<file path="src/logic/dpw_cfg.svh">
/*
  Constants of the dual PWM output unit: timing, register offsets,
  field positions and reset values. Assumes a 125 MHz aclk.
*/
// Behaviour
// - Two PWM outputs, each with its own duty and period settings.
// - Duty and period are each a 16-bit unsigned word.
// - Duty maps linearly; 0x0000 always low, 0xFFFF always high.
// - Period word is the cycle length in microseconds.
// - Period words 0 to 10 clamp to 10 us, at most 100 kHz.
// - Each LED shows the same waveform as its output.
// - Link setting none: output 2 runs from its own words only.
// - Mirror mode: output 2 copies output 1 edge for edge.
// - Inverted mirror mode: output 2 is the complement of output 1.
`ifndef DPW_CFG_SVH
`define DPW_CFG_SVH

`define DPW_CLK_PERIOD_NS 8
`define DPW_US_NS         1000
`define DPW_US_CYC        (`DPW_US_NS / `DPW_CLK_PERIOD_NS)
`define DPW_MIN_PERIOD_US 16'h000A
`define DPW_DUTY_ZERO     16'h0000
`define DPW_DUTY_FULL     16'hFFFF

`define DPW_REG_CTRL      8'h00
`define DPW_REG_DUTY1     8'h04
`define DPW_REG_PER1      8'h08
`define DPW_REG_DUTY2     8'h0C
`define DPW_REG_PER2      8'h10
`define DPW_REG_STATUS    8'h14

`define DPW_CTRL_EN1      0
`define DPW_CTRL_EN2      1
`define DPW_CTRL_LINK_LSB 2
`define DPW_CTRL_LINK_MSB 3

`define DPW_CTRL_RST      4'h0
`define DPW_DUTY_RST      16'h0000
`define DPW_PER_RST       16'h0000

`define DPW_RESP_OKAY     2'h0
`define DPW_RESP_SLVERR   2'h2

`endif

</file>
<file path="src/logic/dpw_pkg.sv">
/*
  Types of the dual PWM output unit.
  Assumes the constants of dpw_cfg.svh alongside.
*/
package dpw_pkg;
  typedef logic [15:0] dpw_word_t;
  typedef logic [22:0] dpw_cyc_t;
  typedef enum logic [1:0] {
    DPW_LINK_NONE,
    DPW_MIRROR_MODE,
    DPW_INVERTED_MIRROR_MODE,
    DPW_LINK_RSVD
  } dpw_link_t;
endpackage

</file>
<file path="src/logic/dpw_chan_if.sv">
/*
  Carrier between the register top and one PWM channel.
  Assumes both ends share aclk.
*/
`timescale 1ns/100ps
interface dpw_chan_if;
  import dpw_pkg::*;
  logic      en;
  dpw_word_t duty;
  dpw_word_t period;
  logic      pwm;
  logic      wrap;
  logic      running;
  modport ctl  (output en, duty, period, input pwm, wrap, running);
  modport chan (input en, duty, period, output pwm, wrap, running);
endinterface

</file>
<file path="src/logic/dpw_channel.sv">
/*
  One PWM channel: free-running cycle counter, clamped period, duty compare.
  Assumes words come from registers on the same aclk.
*/
`timescale 1ns/100ps
`include "dpw_cfg.svh"
module dpw_channel (
  input wire logic aclk,
  input wire logic aresetn,
  dpw_chan_if.chan ch
);
  import dpw_pkg::*;

  localparam dpw_cyc_t MIN_CYC = dpw_cyc_t'(`DPW_MIN_PERIOD_US * `DPW_US_CYC);

  dpw_word_t   per_us_w;
  dpw_cyc_t    per_cyc_w;
  logic [38:0] prod_w;
  dpw_cyc_t    hi_cyc_w;
  logic        wrap_w;
  logic        load_w;
  logic        run_q;
  dpw_cyc_t    cnt_q;
  dpw_cyc_t    per_q;
  dpw_cyc_t    hi_q;
  logic        pwm_q;

  assign per_us_w  = (ch.period < `DPW_MIN_PERIOD_US) ? `DPW_MIN_PERIOD_US : ch.period;
  assign per_cyc_w = dpw_cyc_t'(per_us_w * `DPW_US_CYC);
  assign prod_w    = per_cyc_w * ch.duty;
  // Top 23 bits approximate /65535; full scale forced so 0xFFFF never dips
  assign hi_cyc_w  = (ch.duty == `DPW_DUTY_FULL) ? per_cyc_w : prod_w[38:16];
  assign wrap_w    = run_q && (cnt_q == per_q - 23'd1);
  assign load_w    = !run_q || wrap_w;

  always_ff @(posedge aclk) begin
    if (!aresetn) begin
      run_q <= 1'b0;
      cnt_q <= '0;
      per_q <= '0;
      hi_q  <= '0;
      pwm_q <= 1'b0;
    end else begin
      run_q <= ch.en;
      cnt_q <= (load_w || !ch.en) ? '0 : cnt_q + 23'd1;
      if (load_w) begin
        per_q <= per_cyc_w;
        hi_q  <= hi_cyc_w;
      end
      pwm_q <= run_q && (cnt_q < hi_q);
    end
  end

  assign ch.pwm     = pwm_q;
  assign ch.wrap    = wrap_w;
  assign ch.running = run_q;
endmodule

</file>
<file path="src/logic/dpw_top.sv">
/*
  Dual PWM output unit: AXI4-Lite register slave, two channels,
  channel link select and LED drive.
  Assumes a single 125 MHz aclk and a well-behaved AXI4-Lite master.
*/
// Decided for this implementation: the register addresses and the AXI4-Lite register port.
`timescale 1ns/100ps
`include "dpw_cfg.svh"
module dpw_top (
  input  wire logic        aclk,
  input  wire logic        aresetn,
  input  wire logic [7:0]  s_axi_awaddr,
  input  wire logic        s_axi_awvalid,
  output wire logic        s_axi_awready,
  input  wire logic [31:0] s_axi_wdata,
  input  wire logic [3:0]  s_axi_wstrb,
  input  wire logic        s_axi_wvalid,
  output wire logic        s_axi_wready,
  output wire logic [1:0]  s_axi_bresp,
  output wire logic        s_axi_bvalid,
  input  wire logic        s_axi_bready,
  input  wire logic [7:0]  s_axi_araddr,
  input  wire logic        s_axi_arvalid,
  output wire logic        s_axi_arready,
  output wire logic [31:0] s_axi_rdata,
  output wire logic [1:0]  s_axi_rresp,
  output wire logic        s_axi_rvalid,
  input  wire logic        s_axi_rready,
  output wire logic        pwm_out1,
  output wire logic        pwm_out2,
  output wire logic        led1,
  output wire logic        led2
);
  import dpw_pkg::*;

  dpw_chan_if c1 ();
  dpw_chan_if c2 ();

  logic [3:0]  ctrl_q;
  dpw_word_t   duty1_q;
  dpw_word_t   per1_q;
  dpw_word_t   duty2_q;
  dpw_word_t   per2_q;
  logic        aw_have_q;
  logic [7:0]  awaddr_q;
  logic        w_have_q;
  logic [31:0] wdata_q;
  logic [3:0]  wstrb_q;
  logic        bvalid_q;
  logic [1:0]  bresp_q;
  logic        rvalid_q;
  logic [31:0] rdata_q;
  logic [1:0]  rresp_q;
  logic        out1_q;
  logic        out2_q;
  logic        led1_q;
  logic        led2_q;

  logic        aw_fire_w;
  logic        w_fire_w;
  logic        ar_fire_w;
  logic        do_wr_w;
  dpw_word_t   wmask_w;
  dpw_word_t   wword_w;
  logic        wr_map_w;
  logic        rd_map_w;
  logic [31:0] rd_data_w;
  logic [3:0]  status_w;
  dpw_link_t   link_w;
  logic        out2_sel_w;

  function automatic dpw_word_t merge(dpw_word_t old, dpw_word_t nw, dpw_word_t m);
    return (old & ~m) | (nw & m);
  endfunction

  // Address and data may arrive in either order; both are parked first
  assign s_axi_awready = !aw_have_q && !bvalid_q;
  assign s_axi_wready  = !w_have_q && !bvalid_q;
  assign s_axi_arready = !rvalid_q;
  assign aw_fire_w     = s_axi_awvalid && s_axi_awready;
  assign w_fire_w      = s_axi_wvalid && s_axi_wready;
  assign ar_fire_w     = s_axi_arvalid && s_axi_arready;
  assign do_wr_w       = aw_have_q && w_have_q;
  assign wmask_w       = {{8{wstrb_q[1]}}, {8{wstrb_q[0]}}};
  assign wword_w       = wdata_q[15:0];

  assign wr_map_w = (awaddr_q == `DPW_REG_CTRL)  || (awaddr_q == `DPW_REG_DUTY1) ||
                    (awaddr_q == `DPW_REG_PER1)  || (awaddr_q == `DPW_REG_DUTY2) ||
                    (awaddr_q == `DPW_REG_PER2)  || (awaddr_q == `DPW_REG_STATUS);
  assign rd_map_w = (s_axi_araddr == `DPW_REG_CTRL)  || (s_axi_araddr == `DPW_REG_DUTY1) ||
                    (s_axi_araddr == `DPW_REG_PER1)  || (s_axi_araddr == `DPW_REG_DUTY2) ||
                    (s_axi_araddr == `DPW_REG_PER2)  || (s_axi_araddr == `DPW_REG_STATUS);

  assign status_w  = {c2.running, c1.running, out2_q, out1_q};
  assign rd_data_w = (s_axi_araddr == `DPW_REG_CTRL)   ? {28'h0000000, ctrl_q} :
                     (s_axi_araddr == `DPW_REG_DUTY1)  ? {16'h0000, duty1_q} :
                     (s_axi_araddr == `DPW_REG_PER1)   ? {16'h0000, per1_q} :
                     (s_axi_araddr == `DPW_REG_DUTY2)  ? {16'h0000, duty2_q} :
                     (s_axi_araddr == `DPW_REG_PER2)   ? {16'h0000, per2_q} :
                     (s_axi_araddr == `DPW_REG_STATUS) ? {28'h0000000, status_w} :
                     32'h00000000;

  always_ff @(posedge aclk) begin
    if (!aresetn) begin
      aw_have_q <= 1'b0;
      awaddr_q  <= 8'h00;
      w_have_q  <= 1'b0;
      wdata_q   <= 32'h00000000;
      wstrb_q   <= 4'h0;
      bvalid_q  <= 1'b0;
      bresp_q   <= `DPW_RESP_OKAY;
    end else begin
      if (aw_fire_w) begin
        aw_have_q <= 1'b1;
        awaddr_q  <= s_axi_awaddr;
      end else if (do_wr_w) begin
        aw_have_q <= 1'b0;
      end
      if (w_fire_w) begin
        w_have_q <= 1'b1;
        wdata_q  <= s_axi_wdata;
        wstrb_q  <= s_axi_wstrb;
      end else if (do_wr_w) begin
        w_have_q <= 1'b0;
      end
      if (do_wr_w) begin
        bvalid_q <= 1'b1;
        bresp_q  <= wr_map_w ? `DPW_RESP_OKAY : `DPW_RESP_SLVERR;
      end else if (s_axi_bready) begin
        bvalid_q <= 1'b0;
      end
    end
  end

  always_ff @(posedge aclk) begin
    if (!aresetn) begin
      ctrl_q  <= `DPW_CTRL_RST;
      duty1_q <= `DPW_DUTY_RST;
      per1_q  <= `DPW_PER_RST;
      duty2_q <= `DPW_DUTY_RST;
      per2_q  <= `DPW_PER_RST;
    end else if (do_wr_w) begin
      if (awaddr_q == `DPW_REG_CTRL && wstrb_q[0]) ctrl_q <= wdata_q[3:0];
      if (awaddr_q == `DPW_REG_DUTY1) duty1_q <= merge(duty1_q, wword_w, wmask_w);
      if (awaddr_q == `DPW_REG_PER1)  per1_q  <= merge(per1_q, wword_w, wmask_w);
      if (awaddr_q == `DPW_REG_DUTY2) duty2_q <= merge(duty2_q, wword_w, wmask_w);
      if (awaddr_q == `DPW_REG_PER2)  per2_q  <= merge(per2_q, wword_w, wmask_w);
    end
  end

  always_ff @(posedge aclk) begin
    if (!aresetn) begin
      rvalid_q <= 1'b0;
      rdata_q  <= 32'h00000000;
      rresp_q  <= `DPW_RESP_OKAY;
    end else if (ar_fire_w) begin
      rvalid_q <= 1'b1;
      rdata_q  <= rd_data_w;
      rresp_q  <= rd_map_w ? `DPW_RESP_OKAY : `DPW_RESP_SLVERR;
    end else if (s_axi_rready) begin
      rvalid_q <= 1'b0;
    end
  end

  assign s_axi_bvalid = bvalid_q;
  assign s_axi_bresp  = bresp_q;
  assign s_axi_rvalid = rvalid_q;
  assign s_axi_rdata  = rdata_q;
  assign s_axi_rresp  = rresp_q;

  assign c1.en     = ctrl_q[`DPW_CTRL_EN1];
  assign c1.duty   = duty1_q;
  assign c1.period = per1_q;
  assign c2.en     = ctrl_q[`DPW_CTRL_EN2];
  assign c2.duty   = duty2_q;
  assign c2.period = per2_q;

  dpw_channel u_ch1 (.aclk(aclk), .aresetn(aresetn), .ch(c1.chan));
  dpw_channel u_ch2 (.aclk(aclk), .aresetn(aresetn), .ch(c2.chan));

  // Reserved link code behaves as none
  assign link_w     = dpw_link_t'(ctrl_q[`DPW_CTRL_LINK_MSB:`DPW_CTRL_LINK_LSB]);
  assign out2_sel_w = (link_w == DPW_MIRROR_MODE)          ? c1.pwm :
                      (link_w == DPW_INVERTED_MIRROR_MODE) ? !c1.pwm :
                      c2.pwm;

  // Both outputs retimed in one stage so mirrored edges land on the same clock
  always_ff @(posedge aclk) begin
    if (!aresetn) begin
      out1_q <= 1'b0;
      out2_q <= 1'b0;
      led1_q <= 1'b0;
      led2_q <= 1'b0;
    end else begin
      out1_q <= c1.pwm;
      out2_q <= out2_sel_w;
      led1_q <= c1.pwm;
      led2_q <= out2_sel_w;
    end
  end

  assign pwm_out1 = out1_q;
  assign pwm_out2 = out2_q;
  assign led1     = led1_q;
  assign led2     = led2_q;
endmodule

</file>
<file path="config.mk">
export PLATFORM = sky130hd
export DESIGN_NAME = dpw_top
export DESIGN_NICKNAME = d
export VERILOG_FILES = /design/src/logic/dpw_pkg.sv /design/src/logic/dpw_chan_if.sv /design/src/logic/dpw_channel.sv /design/src/logic/dpw_top.sv
export VERILOG_INCLUDE_DIRS = /design/src /design/src/logic
export SDC_FILE = /design/constraint.sdc
export NUM_CORES = 2
export LEC_CHECK = 0
export BUFFER_PORTS_ARGS = -buffer_cell sky130_fd_sc_hd__buf_4
export CORE_UTILIZATION = 45
export CTS_BUF_LIST = sky130_fd_sc_hd__clkbuf_16
export CTS_CLUSTER_SIZE = 14
export DETAILED_ROUTE_END_ITERATION = 10
export PLACE_DENSITY_LB_ADDON = 0.15
export REMOVE_ABC_BUFFERS = 1
export SYNTH_ARGS = -nofsm -noshare
export SYNTH_HDL_FRONTEND = slang
export SYNTH_SLANG_ARGS = --single-unit
export TNS_END_PERCENT = 5
</file>
<file path="constraint.sdc">
create_clock -name aclk -period 10.7 [get_ports aclk]
set_clock_uncertainty 0.15 [all_clocks]
set_input_delay 1.07 -clock aclk [delete_from_list [all_inputs] [get_ports aclk]]
set_output_delay 1.07 -clock aclk [all_outputs]
set_load 0.02 [all_outputs]
</file>
# Yosys cells after proc, flatten, opt, wreduce, memory -nomap -nowiden
# Cells that the tools add are included.
word_totals:
  ff_bits: 278
  input_bits: 59
  output_inout_bits: 45
  wordCells: 134
classes:
  addsub: 4
  mul: 4
  magnitude_cmp: 4
  eq_ne: 16
  n_mux: 21
  n_bitwise: 11
  n_reduce_logical: 47
op_table:
  columns: ["operator", "n"]
  rows:
  - ["16-bit two-way mux", 7]
  - ["16-bit AND", 5]
  - ["23-bit by 16-bit multiplier with 39-bit output", 2]
  - ["16-bit bitwise OR", 4]
  - ["23-bit by 1-bit adder with 23-bit output, second input constant", 2]
  - ["23-bit equality test", 2]
  - ["23-bit < comparator", 2]
  - ["16-bit by 7-bit multiplier with 23-bit output, second input constant", 2]
  - ["23-bit two-way mux", 2]
  - ["23-bit by 1-bit subtractor with 23-bit output, second input constant", 2]
  - ["16-bit equality test, second input constant", 2]
  - ["8-bit by 4-bit equality test with 1-bit output, second input constant", 4]
  - ["8-bit by 5-bit equality test with 1-bit output, second input constant", 4]
  - ["16-bit by 4-bit < comparator with 1-bit output, second input constant", 2]
  - ["8-bit by 3-bit equality test with 1-bit output, second input constant", 2]
  - ["8-bit logical NOT", 2]
  - ["16-bit NOT", 1]
  - ["1-bit logical OR", 14]
  - ["1-bit logical AND", 11]
  - ["2-bit AND reduction", 5]
  - ["1-bit logical NOT", 9]
  - ["1-bit two-way mux", 9]
  - ["2-bit nonzero test", 4]
  - ["2-bit two-way mux", 2]
  - ["5 further kinds", 6]

# Depth between registers and ports, before layout
depth:
  ltp_word: 7
  mapped_depth: 47
  ltp_nobuf: 44

# By module
# From an unflattened synthesis, not the netlist that was laid out.
hier_totals:
  hier_cells: 4965
  hier_area_um2: 42731.0
by_module_without_submodules:
  columns: ["mod", "n_inst", "cells_per_inst", "area_per_inst_um2", "seq_area_each_um2"]
  rows:
  - ["dpw_channel at u_ch1", 1, 2210, 18878.1, 1421.4]
  - ["dpw_channel at u_ch2", 1, 2169, 18591.6, 1421.4]
  - ["dpw_top", 1, 586, 5261.3, 2362.3]

# Least setup slack after synthesis
# Ideal clock, no wire load.
synth_path:
  path_kind: "flip-flop to flip-flop"
  startpoint: "register (tool-made name)"
  endpoint: "register u_ch2.hi_q[21]"
  setup_time_ns: 0.074
  t_arrival_ns: 11.448
  required_ns: 10.476
  setup_slack_ns: -0.972
  stages_incl_launch_ff: 45
  path_buffers: 3
  synth_period_minus_slack_ns: 11.672
  path_cell_list: "dfxtp_1 inv_1 ha_1 nor3b_1 nand4_1 nor2b_1 inv_1 clkbuf_1 fa_1 inv_1 fa_1 fa_1 inv_1 fa_1 ha_1 o21ai_0 nor2b_1 nor3_1 (+9 left out) inv_1 fa_1 fa_1 fa_1 inv_1 fa_1 inv_1 ha_1 clkbuf_1 nand3_1 nor3_1 o21ai_0 o32ai_1 o211ai_1 a221oi_1 nor3_1 or3_1 a31oi_1"
synth_lines:
  columns: ["element", "line_no", "rtl"]
  rows:
  - ["end signal: assignment", "dpw_channel.sv:48", "hi_q <= hi_cyc_w;"]
  - ["end: declaration", "dpw_channel.sv:25", "dpw_cyc_t hi_q;"]

==> flow_metrics.py <==
metrics = {
    "final_layout": {
        "area_delta_synth_final_pct": 17.13,
        "final_common_cell": "inv_1",
        "final_util_pct": 53.50,
        "fin_area_mm2": 0.04845,
        "drive_above_1_share_pct": 15.54,
        "fin_nets": 6273,
        "final_cell_mix": "inv_1 (890), fa_1 (661), nand2_1 (652)",
    },
    "timing": {
        "worstMarginPinSlew_ps": 1138,
        "fin_setup_tns_ps": -938.9,
        "max_freq_ghz": 0.09225,
        "setup_viol": 15,
        "drv_slew": 0,
        "period_share_pct": 101.3,
        "fin_crit_ps": 10840,
        "finalHoldViolations": 0,
        "max_slew_margin_pct": 24.03,
        "fin_ws_ps": -140.0,
        "grt_setup_unrepaired": "yes",
    },
    "global_route": {
        "grtUsageTotal_pct": 26.08,
        "grt_pass1_vias": 34880,
        "grt_first_pass_wirelength_um": 192000,
        "antenna_found_initial": 8,
        "gr-total-overflow": 0,
        "grt_max_degree": 115,
    },
    "yosys": {
        "syn_area_mm2": 0.04137,
        "yosysWarnings": 0,
        "synth_edf_count": 0,
        "async_reset_ff_share_pct": 0,
        "synthFlopType": "dfxtp_1",
        "syn-mean-instance-area_um2": 8.566,
        "synth.yosys.seq_area_share_pct": 12.58,
        "ys_ff_latch": 260,
        "synth_cell_type_count": 81,
        "syn_inst": 4829,
    },
    "drt": {
        "viasPerCell": 5.207,
        "via_count": 33130,
        "wirelength_um": 117200,
        "drt_iter0_markers": 1779,
        "dr.pass1.iters": 5,
        "drc": 0,
        "ant_nets": 0,
        "routedWlPerCell_um": 18.42,
    },
    "placement": {
        "globalplace.congestion": 0.8755,
        "port_buffers": 67,
        "placed_cell_area_mm2": 0.04558,
        "dpl.hpwl_um": 92120,
    },
    "power": {
        "p_leak_nw": 23.56,
        "swShare_pct": 26.20,
        "power_w": 0.002227,
        "power_frac_clock_pct": 49.5,
        "comb_power_share_pct": 5.5,
        "p_switching_w": 0.0005836,
        "p_per_area_mw_per_mm2": 45.97,
        "irDropWorstVdd_mv": 0.09937,
        "seq_power_share_pct": 44.9,
        "p_int_w": 0.001644,
    },
    "floorplan": {
        "dieArea_mm2": 0.09314,
        "io_pins": 104,
        "fp.dieW_um": 305.2,
        "rows": 110,
        "die_h_um": 305.2,
        "coreArea_mm2": 0.09056,
        "start_util_pct": 45.68,
    },
    "critical_path": {
        "crit_path_max_incr_delay_ps": 610,
        "arrival_ps": 11090,
        "crit_fanout": 4,
        "start_kind": "register",
        "r2r_end": "u_ch2.hi_q[22]",
        "crit_required_ps": 10950,
        "r2r_setup_slack_ps": -140,
        "end_kind": "register",
        "ff2ff_path_depth": 44,
        "cp_common_cell": "fa_1",
        "crit_path_end": "u_ch2.hi_q[22]",
        "cp_slowest_cell": "fa_2",
        "worstSetupPathType": "register to register",
    },
    "cts": {
        "cts_tree": "yes",
        "numClockSinks": 260,
        "cts_buffers": 34,
        "cts.clk_slew.worst_paths_ps": 60,
        "root_buffer": "clkbuf_16",
        "clockBufferDepth": 3,
        "cts-hold-fix-buffers": 0,
        "cts_max_level": 2,
        "clk_latency_ps": 580,
    },
    "run": {
        "cap_violations": 0,
    },
    "run_status": {
        "status": "finished with violations",
        "violations": "setup timing",
    },
    "worst_hold_path": {
        "min_path_type": "register to register",
        "hold_depth": 2,
    },
}
-- how the worst min path moves through the flow --
| stage | from | endpoint | slack [ps] |
|---|---|---|---|
| final | awaddr_q[5] | awaddr_q[5] | 300 |
| after global routing | awaddr_q[6] | awaddr_q[6] | 320 |
| after CTS | awaddr_q[5] | awaddr_q[5] | 300 |
| after detailed placement | awaddr_q[5] | awaddr_q[5] | 300 |
| after global placement | awaddr_q[5] | awaddr_q[5] | 290 |
| after floorplan | ctrl_q[1] | u_ch2.ch.running | 280 |
-- Yosys cell counts, types with 7 or more instances --
cell	number	share of area, %
a211oi_1	31	0.56
a21o_1	52	0.94
a21oi_1	154	1.9
a22oi_1	37	0.67
a311oi_1	13	0.28
a31oi_1	28	0.42
and2_1	300	4.5
and3_1	27	0.41
buf_2	7	0.085
buf_4	26	0.47
clkbuf_1	210	1.9
dfxtp_1	260	13
fa_1	688	33
ha_1	370	11
inv_1	908	8.2
mux2i_1	87	2.1
nand2_1	660	6.0
nand2b_1	45	0.68
nand3_1	57	0.69
nand3b_1	8	0.15
nand4_1	41	0.62
nor2_1	260	2.4
nor2b_1	33	0.50
nor3_1	49	0.59
nor3b_1	9	0.16
nor4_1	18	0.27
o211ai_1	11	0.20
o21a_1	16	0.29
o21ai_0	104	1.3
o21bai_1	8	0.15
o22ai_1	7	0.11
o31ai_1	9	0.16
or3_1	16	0.24
or4_1	7	0.13
xnor2_1	92	1.9
xor2_1	68	1.4
-- metal layers --
| layer | wire [um] | share of wire [%] | vias to the layer above | track usage (%) |
|---|---|---|---|---|
| met4 | 3748 | 3.2 | 0 | 7.327 |
| met1 | 51340 | 44 | 16600 | 34.16 |
| met5 | 0 | 0 | - | 0 |
| li1 | - | - | 15690 | - |
| met3 | 5051 | 4.3 | 190 | 3.154 |
| met2 | 57090 | 49 | 652 | 45.24 |
-- power by group through the flow --
| stage | logic (W) | clock network [W] | registers [W] |
|---|---|---|---|
| 2_1_floorplan | 0.0000635 | 0 | 0.00101 |
| 6_report | 0.000123 | 0.00110 | 0.00100 |
| 5_1_grt | 0.000134 | 0.00117 | 0.00100 |
| 3_3_place_gp | 0.000120 | 0 | 0.00102 |
| 4_1_cts | 0.000122 | 0.00113 | 0.00100 |
| 3_5_place_dp | 0.000121 | 0 | 0.00102 |
-- logic make-up (layout without fill, tap and decap cells) --
kind of cell             count (synthesis)  count (layout)  synth area share (%)
AO/OA/AOI/OAI                          543             543                 8.529
flip-flops                             260             260                 12.58
buffers and inverters                 1158            1490                 10.80
multiplexers                            93              93                 2.268
other                                    1              25              0.009065
adder cells (fa/ha/maj)               1058            1058                 44.49
AND/OR/NAND/NOR                       1556            1556                 17.94
XOR/XNOR                               160             162                 3.388
-- through the flow --
step	hold slack (ps)	instances	setup slack (ps)
4_1_cts	304.5	6341	-195.4
5_1_grt	320.3	6363	-658.9
6_report	303.2	6363	-140.0
3_5_place_dp	296.5	6233	-1143
3_3_place_gp	294.6	6233	-972.4
2_1_floorplan	281.5	4597	-1099
-- critical path: cells and delay by family (launching register included) --
kind,cells,cell delay [ps]
compound gates,13,2270
xor+xnor,1,150
fa+ha+maj,12,5440
buf+inv,12,1330
flops,1,320
simple gates,6,1000
-- area by class of cell --
| class | instances | area, um^2 |
|---|---|---|
| clock inverters | 25 | 167.7 |
| clock buffers | 35 | 875.8 |
| multi-input cells | 3430 | 33090 |
| flip-flops and latches | 260 | 5210 |
| well taps | 1176 | 1471 |
| fillers | 8557 | 42110 |
| repair buffers | 521 | 4209 |
| inverters | 909 | 3417 |
| diodes | 7 | 17.52 |
-- repair_timing --
action / CTS / global route
buffers inserted: 48 / 14
pin swaps: 155 / 94
gates cloned: 2 / 1
setup endpoints to repair: 43 / 44
endpoints found under the hold margin: 0 / 0
gates resized for setup: 187 / 85
(Power assumes the default switching activity.)
